--- src/hw/pif_pkg.sv ---
// constants for the peripheral interrupt flag registers
package pif_pkg;

	localparam int REG_COUNT = 3;
	localparam int REG_WIDTH = 8;
	localparam int ADDR_WIDTH = 14;

	// register indices; byte address is four times the index
	localparam logic [11:0] IDX_FLAGS_CLOCK_ADC = 12'h070D;
	localparam logic [11:0] IDX_FLAGS_ANALOG = 12'h070E;
	localparam logic [11:0] IDX_FLAGS_SERIAL = 12'h070F;
	localparam logic [11:0] IDX_MASK_CLOCK_ADC = 12'h071D;
	localparam logic [11:0] IDX_MASK_ANALOG = 12'h071E;
	localparam logic [11:0] IDX_MASK_SERIAL = 12'h071F;

	// slot numbers in the register arrays
	localparam int SLOT_CLOCK_ADC = 0;
	localparam int SLOT_ANALOG = 1;
	localparam int SLOT_SERIAL = 2;

	// clock and adc register fields
	localparam int BIT_CLOCK_SWITCH = 6;
	localparam int BIT_ADC_THRESHOLD = 1;
	localparam int BIT_ADC_DONE = 0;
	// analog event register fields
	localparam int BIT_ZERO_CROSS = 6;
	localparam int BIT_CMP_TWO = 1;
	localparam int BIT_CMP_ONE = 0;
	// serial register fields
	localparam int BIT_SERIAL_RX = 5;
	localparam int BIT_SERIAL_TX = 4;
	localparam int BIT_BUS_COLL_TWO = 3;
	localparam int BIT_SYNC_TWO = 2;
	localparam int BIT_BUS_COLL_ONE = 1;
	localparam int BIT_SYNC_ONE = 0;

	// sticky, software-clearable bits of each register
	localparam logic [7:0] STICKY_CLOCK_ADC = 8'h43;
	localparam logic [7:0] STICKY_ANALOG = 8'h43;
	localparam logic [7:0] STICKY_SERIAL = 8'h0F;
	// read-only bits that follow a peripheral level
	localparam logic [7:0] LEVEL_SERIAL = 8'h30;

	localparam logic [7:0] FLAG_RESET = 8'h00;
	localparam logic [7:0] MASK_RESET = 8'h00;
	localparam logic [31:0] READ_ZERO = 32'h0000_0000;

	localparam logic [1:0] HTRANS_NONSEQ = 2'b10;
	localparam logic [1:0] HTRANS_SEQ = 2'b11;
	localparam logic HRESP_OKAY = 1'b0;

endpackage : pif_pkg

--- src/hw/pif_flag_cell.sv ---
// one sticky interrupt flag, hardware set over software clear
`timescale 1ns/1ps
`default_nettype none
module pif_flag_cell
	import pif_pkg::*;
(
	// clock and reset
	input wire logic clk_sys,
	input wire logic reset,
	// control
	input wire logic setEvent,
	input wire logic clearReq,
	// state
	output logic flag
);

	logic flag_q;
	logic flag_d;

	// set wins when both land in one cycle
	always_comb begin
		flag_d = flag_q;
		if (clearReq) begin
			flag_d = 1'b0;
		end
		if (setEvent) begin
			flag_d = 1'b1; // RL12
		end
	end

	always_ff @(posedge clk_sys or posedge reset) begin
		if (reset) begin
			flag_q <= 1'b0;
		end else begin
			flag_q <= flag_d;
		end
	end

	assign flag = flag_q;

endmodule : pif_flag_cell
`default_nettype wire

--- src/hw/pif_irq_flags.sv ---
// peripheral interrupt flag registers behind an ahb-lite slave
// ----------------------------------------------------------------
// Notes on behaviour
// RL1: the clock-switch flag sets when the clock switch unit can finish a switch, held until cleared.
// RL2: the adc threshold flag at bit 1 sets when an adc operation finishes, held until cleared.
// RL3: the adc done flag at bit 0 sets when an adc operation finishes, held until cleared.
// RL4: every flag sets on its condition regardless of any enable or mask.
// RL5: the analog event register holds zero-cross at bit 6 and comparators at bits 1 and 0, reset 0.
// RL6: the zero-cross flag sets on an enabled zero-cross edge event, held until cleared.
// RL7: comparator one sets bit 0 and comparator two sets bit 1, held until cleared.
// RL8: the serial register has read-only rx and tx at bits 5 and 4 and four sticky bits below.
// RL9: the rx flag is high while the receive buffer is not empty and ignores writes.
// RL10: the tx flag is high while the transmit buffer has room and ignores writes.
// RL11: sync port flags set on transfer done, bus collision flags on a collision, held until cleared.
// RL12: a set in the same cycle as a software clear wins, so no event is lost.
// ----------------------------------------------------------------
`timescale 1ns/1ps
`default_nettype none
module pif_irq_flags
	import pif_pkg::*;
(
	// clock and reset
	input wire logic clk_sys,
	input wire logic reset,
	// ahb-lite slave
	input wire logic hsel,
	input wire logic [31:0] haddr,
	input wire logic [1:0] htrans,
	input wire logic hwrite,
	input wire logic [2:0] hsize,
	input wire logic [31:0] hwdata,
	input wire logic hready,
	output logic [31:0] hrdata,
	output logic hreadyout,
	output logic hresp,
	// peripheral event strobes
	input wire logic clockSwitchReady,
	input wire logic adcOpDone,
	input wire logic zeroCrossEvent,
	input wire logic [1:0] comparatorIrq,
	input wire logic [1:0] syncPortDone,
	input wire logic [1:0] busCollision,
	// peripheral buffer levels
	input wire logic serialRxNotEmpty,
	input wire logic serialTxHasRoom,
	// interrupt
	output logic irqOut
);

	// ----------------------------------------------------------------
	// address decode
	// ----------------------------------------------------------------
	// returns {mask selects, flag selects}, one-hot or zero
	function automatic logic [5:0] decodeSel(input logic [ADDR_WIDTH-1:0] addr);
		logic [11:0] idx;
		logic [5:0] sel;
		idx = addr[ADDR_WIDTH-1:2];
		sel = 6'b00_0000;
		if (addr[1:0] == 2'b00) begin
			sel[SLOT_CLOCK_ADC] = (idx == IDX_FLAGS_CLOCK_ADC);
			sel[SLOT_ANALOG] = (idx == IDX_FLAGS_ANALOG);
			sel[SLOT_SERIAL] = (idx == IDX_FLAGS_SERIAL);
			sel[REG_COUNT + SLOT_CLOCK_ADC] = (idx == IDX_MASK_CLOCK_ADC);
			sel[REG_COUNT + SLOT_ANALOG] = (idx == IDX_MASK_ANALOG);
			sel[REG_COUNT + SLOT_SERIAL] = (idx == IDX_MASK_SERIAL);
		end
		return sel;
	endfunction : decodeSel

	// ----------------------------------------------------------------
	// bus phases
	// ----------------------------------------------------------------
	logic addrValid;
	logic inRange;
	logic wrPend_q;
	logic rdPend_q;
	logic [5:0] phaseSel_q;
	logic [5:0] addrSel;

	assign inRange = (haddr[31:ADDR_WIDTH] == '0);
	assign addrValid = hsel && hready && ((htrans == HTRANS_NONSEQ) || (htrans == HTRANS_SEQ));
	assign addrSel = inRange ? decodeSel(haddr[ADDR_WIDTH-1:0]) : 6'b00_0000;

	// zero-wait slave, always okay
	assign hreadyout = 1'b1;
	assign hresp = HRESP_OKAY;

	always_ff @(posedge clk_sys or posedge reset) begin
		if (reset) begin
			wrPend_q <= 1'b0;
			rdPend_q <= 1'b0;
			phaseSel_q <= 6'b00_0000;
		end else if (hready) begin
			wrPend_q <= addrValid && hwrite;
			rdPend_q <= addrValid && !hwrite;
			phaseSel_q <= addrValid ? addrSel : 6'b00_0000;
		end
	end

	// ----------------------------------------------------------------
	// flag and mask storage
	// ----------------------------------------------------------------
	localparam logic [7:0] STICKY [REG_COUNT] = '{STICKY_CLOCK_ADC, STICKY_ANALOG, STICKY_SERIAL};
	localparam logic [7:0] LEVELS [REG_COUNT] = '{8'h00, 8'h00, LEVEL_SERIAL};

	logic [7:0] setVec [REG_COUNT];
	logic [7:0] levelVec [REG_COUNT];
	logic [7:0] flagVec [REG_COUNT];
	logic [7:0] mask_q [REG_COUNT];

	// raw conditions, never gated by mask or enable
	always_comb begin
		setVec[SLOT_CLOCK_ADC] = 8'h00;
		setVec[SLOT_ANALOG] = 8'h00;
		setVec[SLOT_SERIAL] = 8'h00;
		setVec[SLOT_CLOCK_ADC][BIT_CLOCK_SWITCH] = clockSwitchReady; // RL1 RL4
		setVec[SLOT_CLOCK_ADC][BIT_ADC_THRESHOLD] = adcOpDone; // RL2
		setVec[SLOT_CLOCK_ADC][BIT_ADC_DONE] = adcOpDone; // RL3
		setVec[SLOT_ANALOG][BIT_ZERO_CROSS] = zeroCrossEvent; // RL6
		setVec[SLOT_ANALOG][BIT_CMP_ONE] = comparatorIrq[0]; // RL7
		setVec[SLOT_ANALOG][BIT_CMP_TWO] = comparatorIrq[1]; // RL7
		setVec[SLOT_SERIAL][BIT_SYNC_ONE] = syncPortDone[0]; // RL11
		setVec[SLOT_SERIAL][BIT_SYNC_TWO] = syncPortDone[1]; // RL11
		setVec[SLOT_SERIAL][BIT_BUS_COLL_ONE] = busCollision[0]; // RL11
		setVec[SLOT_SERIAL][BIT_BUS_COLL_TWO] = busCollision[1]; // RL11
		levelVec[SLOT_CLOCK_ADC] = 8'h00;
		levelVec[SLOT_ANALOG] = 8'h00;
		levelVec[SLOT_SERIAL] = 8'h00;
		levelVec[SLOT_SERIAL][BIT_SERIAL_RX] = serialRxNotEmpty; // RL9
		levelVec[SLOT_SERIAL][BIT_SERIAL_TX] = serialTxHasRoom; // RL10
	end

	genvar r;
	genvar b;
	generate
		for (r = 0; r < REG_COUNT; r++) begin : gRegs
			logic [7:0] clearVec;
			// write one to clear, data phase
			assign clearVec = (wrPend_q && phaseSel_q[r]) ? hwdata[7:0] : 8'h00;

			for (b = 0; b < REG_WIDTH; b++) begin : gBits
				if (STICKY[r][b]) begin : gSticky
					pif_flag_cell uCell (
						.clk_sys(clk_sys),
						.reset(reset),
						.setEvent(setVec[r][b]),
						.clearReq(clearVec[b]),
						.flag(flagVec[r][b])
					); // RL5 RL8 RL12
				end else if (LEVELS[r][b]) begin : gLevel
					logic level_q;
					// follows the buffer, writes have no effect
					always_ff @(posedge clk_sys or posedge reset) begin
						if (reset) begin
							level_q <= 1'b0;
						end else begin
							level_q <= levelVec[r][b]; // RL9 RL10
						end
					end
					assign flagVec[r][b] = level_q;
				end else begin : gUnused
					assign flagVec[r][b] = 1'b0;
				end
			end

			always_ff @(posedge clk_sys or posedge reset) begin
				if (reset) begin
					mask_q[r] <= MASK_RESET;
				end else if (wrPend_q && phaseSel_q[REG_COUNT + r]) begin
					mask_q[r] <= hwdata[7:0] & (STICKY[r] | LEVELS[r]);
				end
			end
		end
	endgenerate

	// ----------------------------------------------------------------
	// read data and interrupt
	// ----------------------------------------------------------------
	always_comb begin
		hrdata = READ_ZERO;
		if (rdPend_q) begin
			for (int i = 0; i < REG_COUNT; i++) begin
				if (phaseSel_q[i]) begin
					hrdata[7:0] = flagVec[i];
				end
				if (phaseSel_q[REG_COUNT + i]) begin
					hrdata[7:0] = mask_q[i];
				end
			end
		end
	end

	always_comb begin
		irqOut = 1'b0;
		for (int i = 0; i < REG_COUNT; i++) begin
			irqOut = irqOut | (|(flagVec[i] & mask_q[i]));
		end
	end

endmodule : pif_irq_flags
`default_nettype wire

--- config.mk ---
export PLATFORM = sky130hd
export DESIGN_NAME = pif_irq_flags
export DESIGN_NICKNAME = d
export VERILOG_FILES = /design/src/hw/pif_pkg.sv /design/src/hw/pif_flag_cell.sv /design/src/hw/pif_irq_flags.sv
export SDC_FILE = /design/constraint.sdc
export NUM_CORES = 1
export LEC_CHECK = 0
export ABC_AREA = 1
export BUFFER_PORTS_ARGS = -buffer_cell sky130_fd_sc_hd__buf_4
export CORE_MARGIN = 5
export CORE_UTILIZATION = 39
export DETAILED_ROUTE_END_ITERATION = 8
export PLACE_DENSITY = 0.77
export SLEW_MARGIN = 20
export SYNTH_ARGS = -nofsm -noshare
export SYNTH_HDL_FRONTEND = slang
export SYNTH_SLANG_ARGS = --single-unit
--- constraint.sdc ---
create_clock -name clk_sys -period 0.98 [get_ports clk_sys]
set_input_delay 0.245 -clock clk_sys [delete_from_list [all_inputs] [get_ports clk_sys]]
set_output_delay 0.245 -clock clk_sys [all_outputs]
set_load 0.005 [all_outputs]
==> impl_metrics.toml <==
[power]
ir_drop_mv = 0.458
leakage_nw = 1.46
switching_share_pct = 26.6
power_density_nw_per_um2 = 958
netSwitchingPower_w = 0.000741
comb_power_share_pct = 13.8
internal_power_w = 0.00204
seq_power_share_pct = 48.3
pwr-share-clk_pct = 37.9

[logic_synthesis]
synth_edf_count = 0
yosysTopAreaCell = "dfrtp_1"
ys_seq_area_share_pct = 41.9
yosys-top-cells-area = "dfrtp_1, nand2_1, buf_4, o21ai_0, inv_1"
synth-async-reset-ratio_pct = 100
syn_area_um2 = 1910
synth.avg_cell_area_um2 = 7.43
synth.most_common_cell = "nand2_1"
syn_inst = 257
synth_top_area_share_pct = 41.9
synth.distinct_cells = 26
synthTopCellsByCount = "nand2_1, dfrtp_1, buf_4, inv_1, nor2_1"
synth-seq-cells = 32
ys.flop_type = "dfrtp_1"
yosys_warnings = 0

[critical_path]
path_max_fanout = 2
critPathCaptureType = "output port"
critPathKind = "reg2out"
arrival_ns = 1.31
slowest_delay_ns = 0.38
crit_family = "flip-flops"
start_kind = "flip-flop"
worst-path-buf-inv = 1
cp.required_ns = 0.73
critical-path-top-cell-by-count = "nand2_1"
crit_chain = "nand2_1, nand2_1, a221oi_2, nand3_1, buf_4"
cpMaxStageDelayCell = "dfrtp_1"

[cts]
cts_made_buffers = 5
clk-insertion-delay-late_ns = 0.29
cts_tree = "yes"
cts_root_buffer = "clkbuf_8"
cts.sinks = 32
clock_path_buffers = 2
clk_pin_slew_worst_paths_ns = 0.08
htreeDepth = 2

[die]
die_area_um2 = 6400
die_width_um = 80.0
fp.dieH_um = 80.0
core.rowCount = 25
start_util_pct = 40.2
pin_count = 120
coreArea_um2 = 4750

[global_route]
grt.total_usage_pct = 15.7
grt_max_degree = 33
grt-ovfl-total = 0
grt_pass1_vias = 1824
grt_first_pass_wirelength_um = 7840
antenna_found_initial = 0

[timing]
period_share_pct = 159
worst_slack_ns = -0.577
setup_viol = 20
hold_viol = 0
max_freq_ghz = 0.642
fin_skew_ns = 0.00673
finalSetupTns_ns = -4.89
rsz0062_at_grt = "yes"
period_needed_ns = 1.56
drv_slew = 0

[layout]
syn_to_final_growth_pct = 52.2
fillers = 403
stdcell_count = 422
antennaDiodeCount = 0
drive_above_1_share_pct = 42.3
multi_input_area_um2 = 1060
ff_latch_area_um2 = 805
nets = 439

[flow_run]
cap_violations = 0

[route]
first_iter_violations = 41
detail_route.wl_per_cell_um = 12.5
drc = 0
route.antenna.remaining_nets = 0
first_pass_iters = 4
wl_um = 5270
vias = 1941
via_per_inst = 4.60

[placed_design]
port_buffers = 63
dpl.hpwl_um = 3890
dp_cells = 410
globalplace.congestion = 0.804

[run_status]
violations = "negative setup slack"
status = "finished with violations"

[min_path]
hp-class = "in2reg"
## cell type report
cell class	instances	share of cell area, %
clock buffer	5	2.37
clock inverter	3	0.818
inverter	28	3.79
multi-input combinational	192	36.5
sequential	32	27.7
tap	67	2.88
timing repair buffer	95	25.9
## path summary, 6_finish.rpt
| check | startpoint | end | slack [ns] | depth (start not counted) |
|---|---|---|---|---|
| hold reg to reg | gRegs[1].gBits[1].gSticky.uCell.flag | gRegs[1].gBits[1].gSticky.uCell.flag | 0.54 | 2 |
| hold / removal | serialTxHasRoom | gRegs[2].gBits[4].gLevel.level_q | 0.05 | 1 |
| max in group asynchronous | reset | phaseSel_q[1] | 0.25 | 4 |
| min in group asynchronous | reset | mask_q[4] | 0.53 | 4 |
| setup reg to reg | phaseSel_q[5] | mask_q[4] | -0.13 | 3 |
| setup / recovery | mask_q[8] | irqOut | -0.58 | 5 |
## stage by stage
stage          hold slack [ns]  util [%]  setup slack (ns)  total power (W)  cell area (µm²)
5_1_grt                 0.0354      61.2            -0.670          0.00291             2910
2_1_floorplan            0.276         -           -0.0823          0.00157             2040
6_report                0.0494      61.2            -0.577          0.00279             2910
3_5_place_dp             0.307      54.5            -0.301          0.00171             2590
4_1_cts                 0.0440      58.1            -0.588          0.00277             2760
3_3_place_gp             0.305      54.5            -0.319          0.00171             2590
## registers in the layout (all words and copies together) (netlist names)
name and flops:
wrPend_q 1, mask_q 12, gRegs.gBits.gSticky.uCell.flag 10, gRegs.gBits.gLevel.level_q 2, rdPend_q 1, phaseSel_q 6
## routing by layer
| metal | global-route usage, % | routed length (µm) |
|---|---|---|
| met4 | 6.76 | 82 |
| met1 | 18.5 | 2000 |
| met5 | 0 | 0 |
| met3 | 4.51 | 476 |
| met2 | 26.5 | 2720 |
## what timing repair did
item	CTS	global route
buffers inserted	1	2
hold buffers	1	0
hold endpoints to repair	32	0
endpoints found under the setup margin	22	29
pin swaps	3	18
resized for setup	22	45
## logic make-up (layout without fill, tap and decap cells)
logic type	after synthesis	after routing	synth area share, %
AO/OA/AOI/OAI	44	44	12.7
buffers and inverters	58	131	17.0
flip-flops	32	32	41.9
multiplexers	2	2	1.18
other	2	27	0.393
AND/OR/NAND/NOR	119	119	26.8
## power by group through the flow
stage                     combinational [W]  clock, W  sequential (W)
after floorplan                    0.000204         0         0.00136
after global placement             0.000341         0         0.00137
after detailed placement           0.000346         0         0.00137
after CTS                          0.000360   0.00107         0.00134
after global routing               0.000427   0.00113         0.00135
final                              0.000384   0.00106         0.00135
## cells in the final DEF, fill, tap and decap left out
cell type      Yosys  routed
nand4_1            1       1
o21ai_1            1       9
nand3_1           12       8
nor2_4             3       3
nand3_2            1       4
dfrtp_2            0       3
a21oi_2            0       6
nand2_4            0       5
dfrtp_1           32      29
buf_6              0       7
clkinvlp_4         0       2
nand2_1           74      63
conb_1             2      27
nand2_2            1       5
a22o_1             2       2
nand2_8            0       2
clkinv_4           0       2
buf_12             0       1
o22ai_1            1       1
dlygate4sd3_1      0       1
buf_4             28      86
nor2_1            23      23
a221oi_2           0       1
mux2_4             0       2
nor3_2             0       1
or2_4              1       1
clkbuf_8           0       5
a211oi_2           0       1
o211ai_1           3       3
and2_1             1       1
nand3_4            0       1
or3_4              1       1
inv_2              2       3
o21ai_0           22       6
a21oi_1           13       7
inv_1             26      24
o21ai_2            0       8
## worst register-to-register path, stage by stage (launching register included)
cell and delay, ns:
dfrtp_2 0.47, buf_6 0.17, nand2_8 0.07, mux2_4 0.30
No activity file was read; power rests on OpenSTA's default activity.
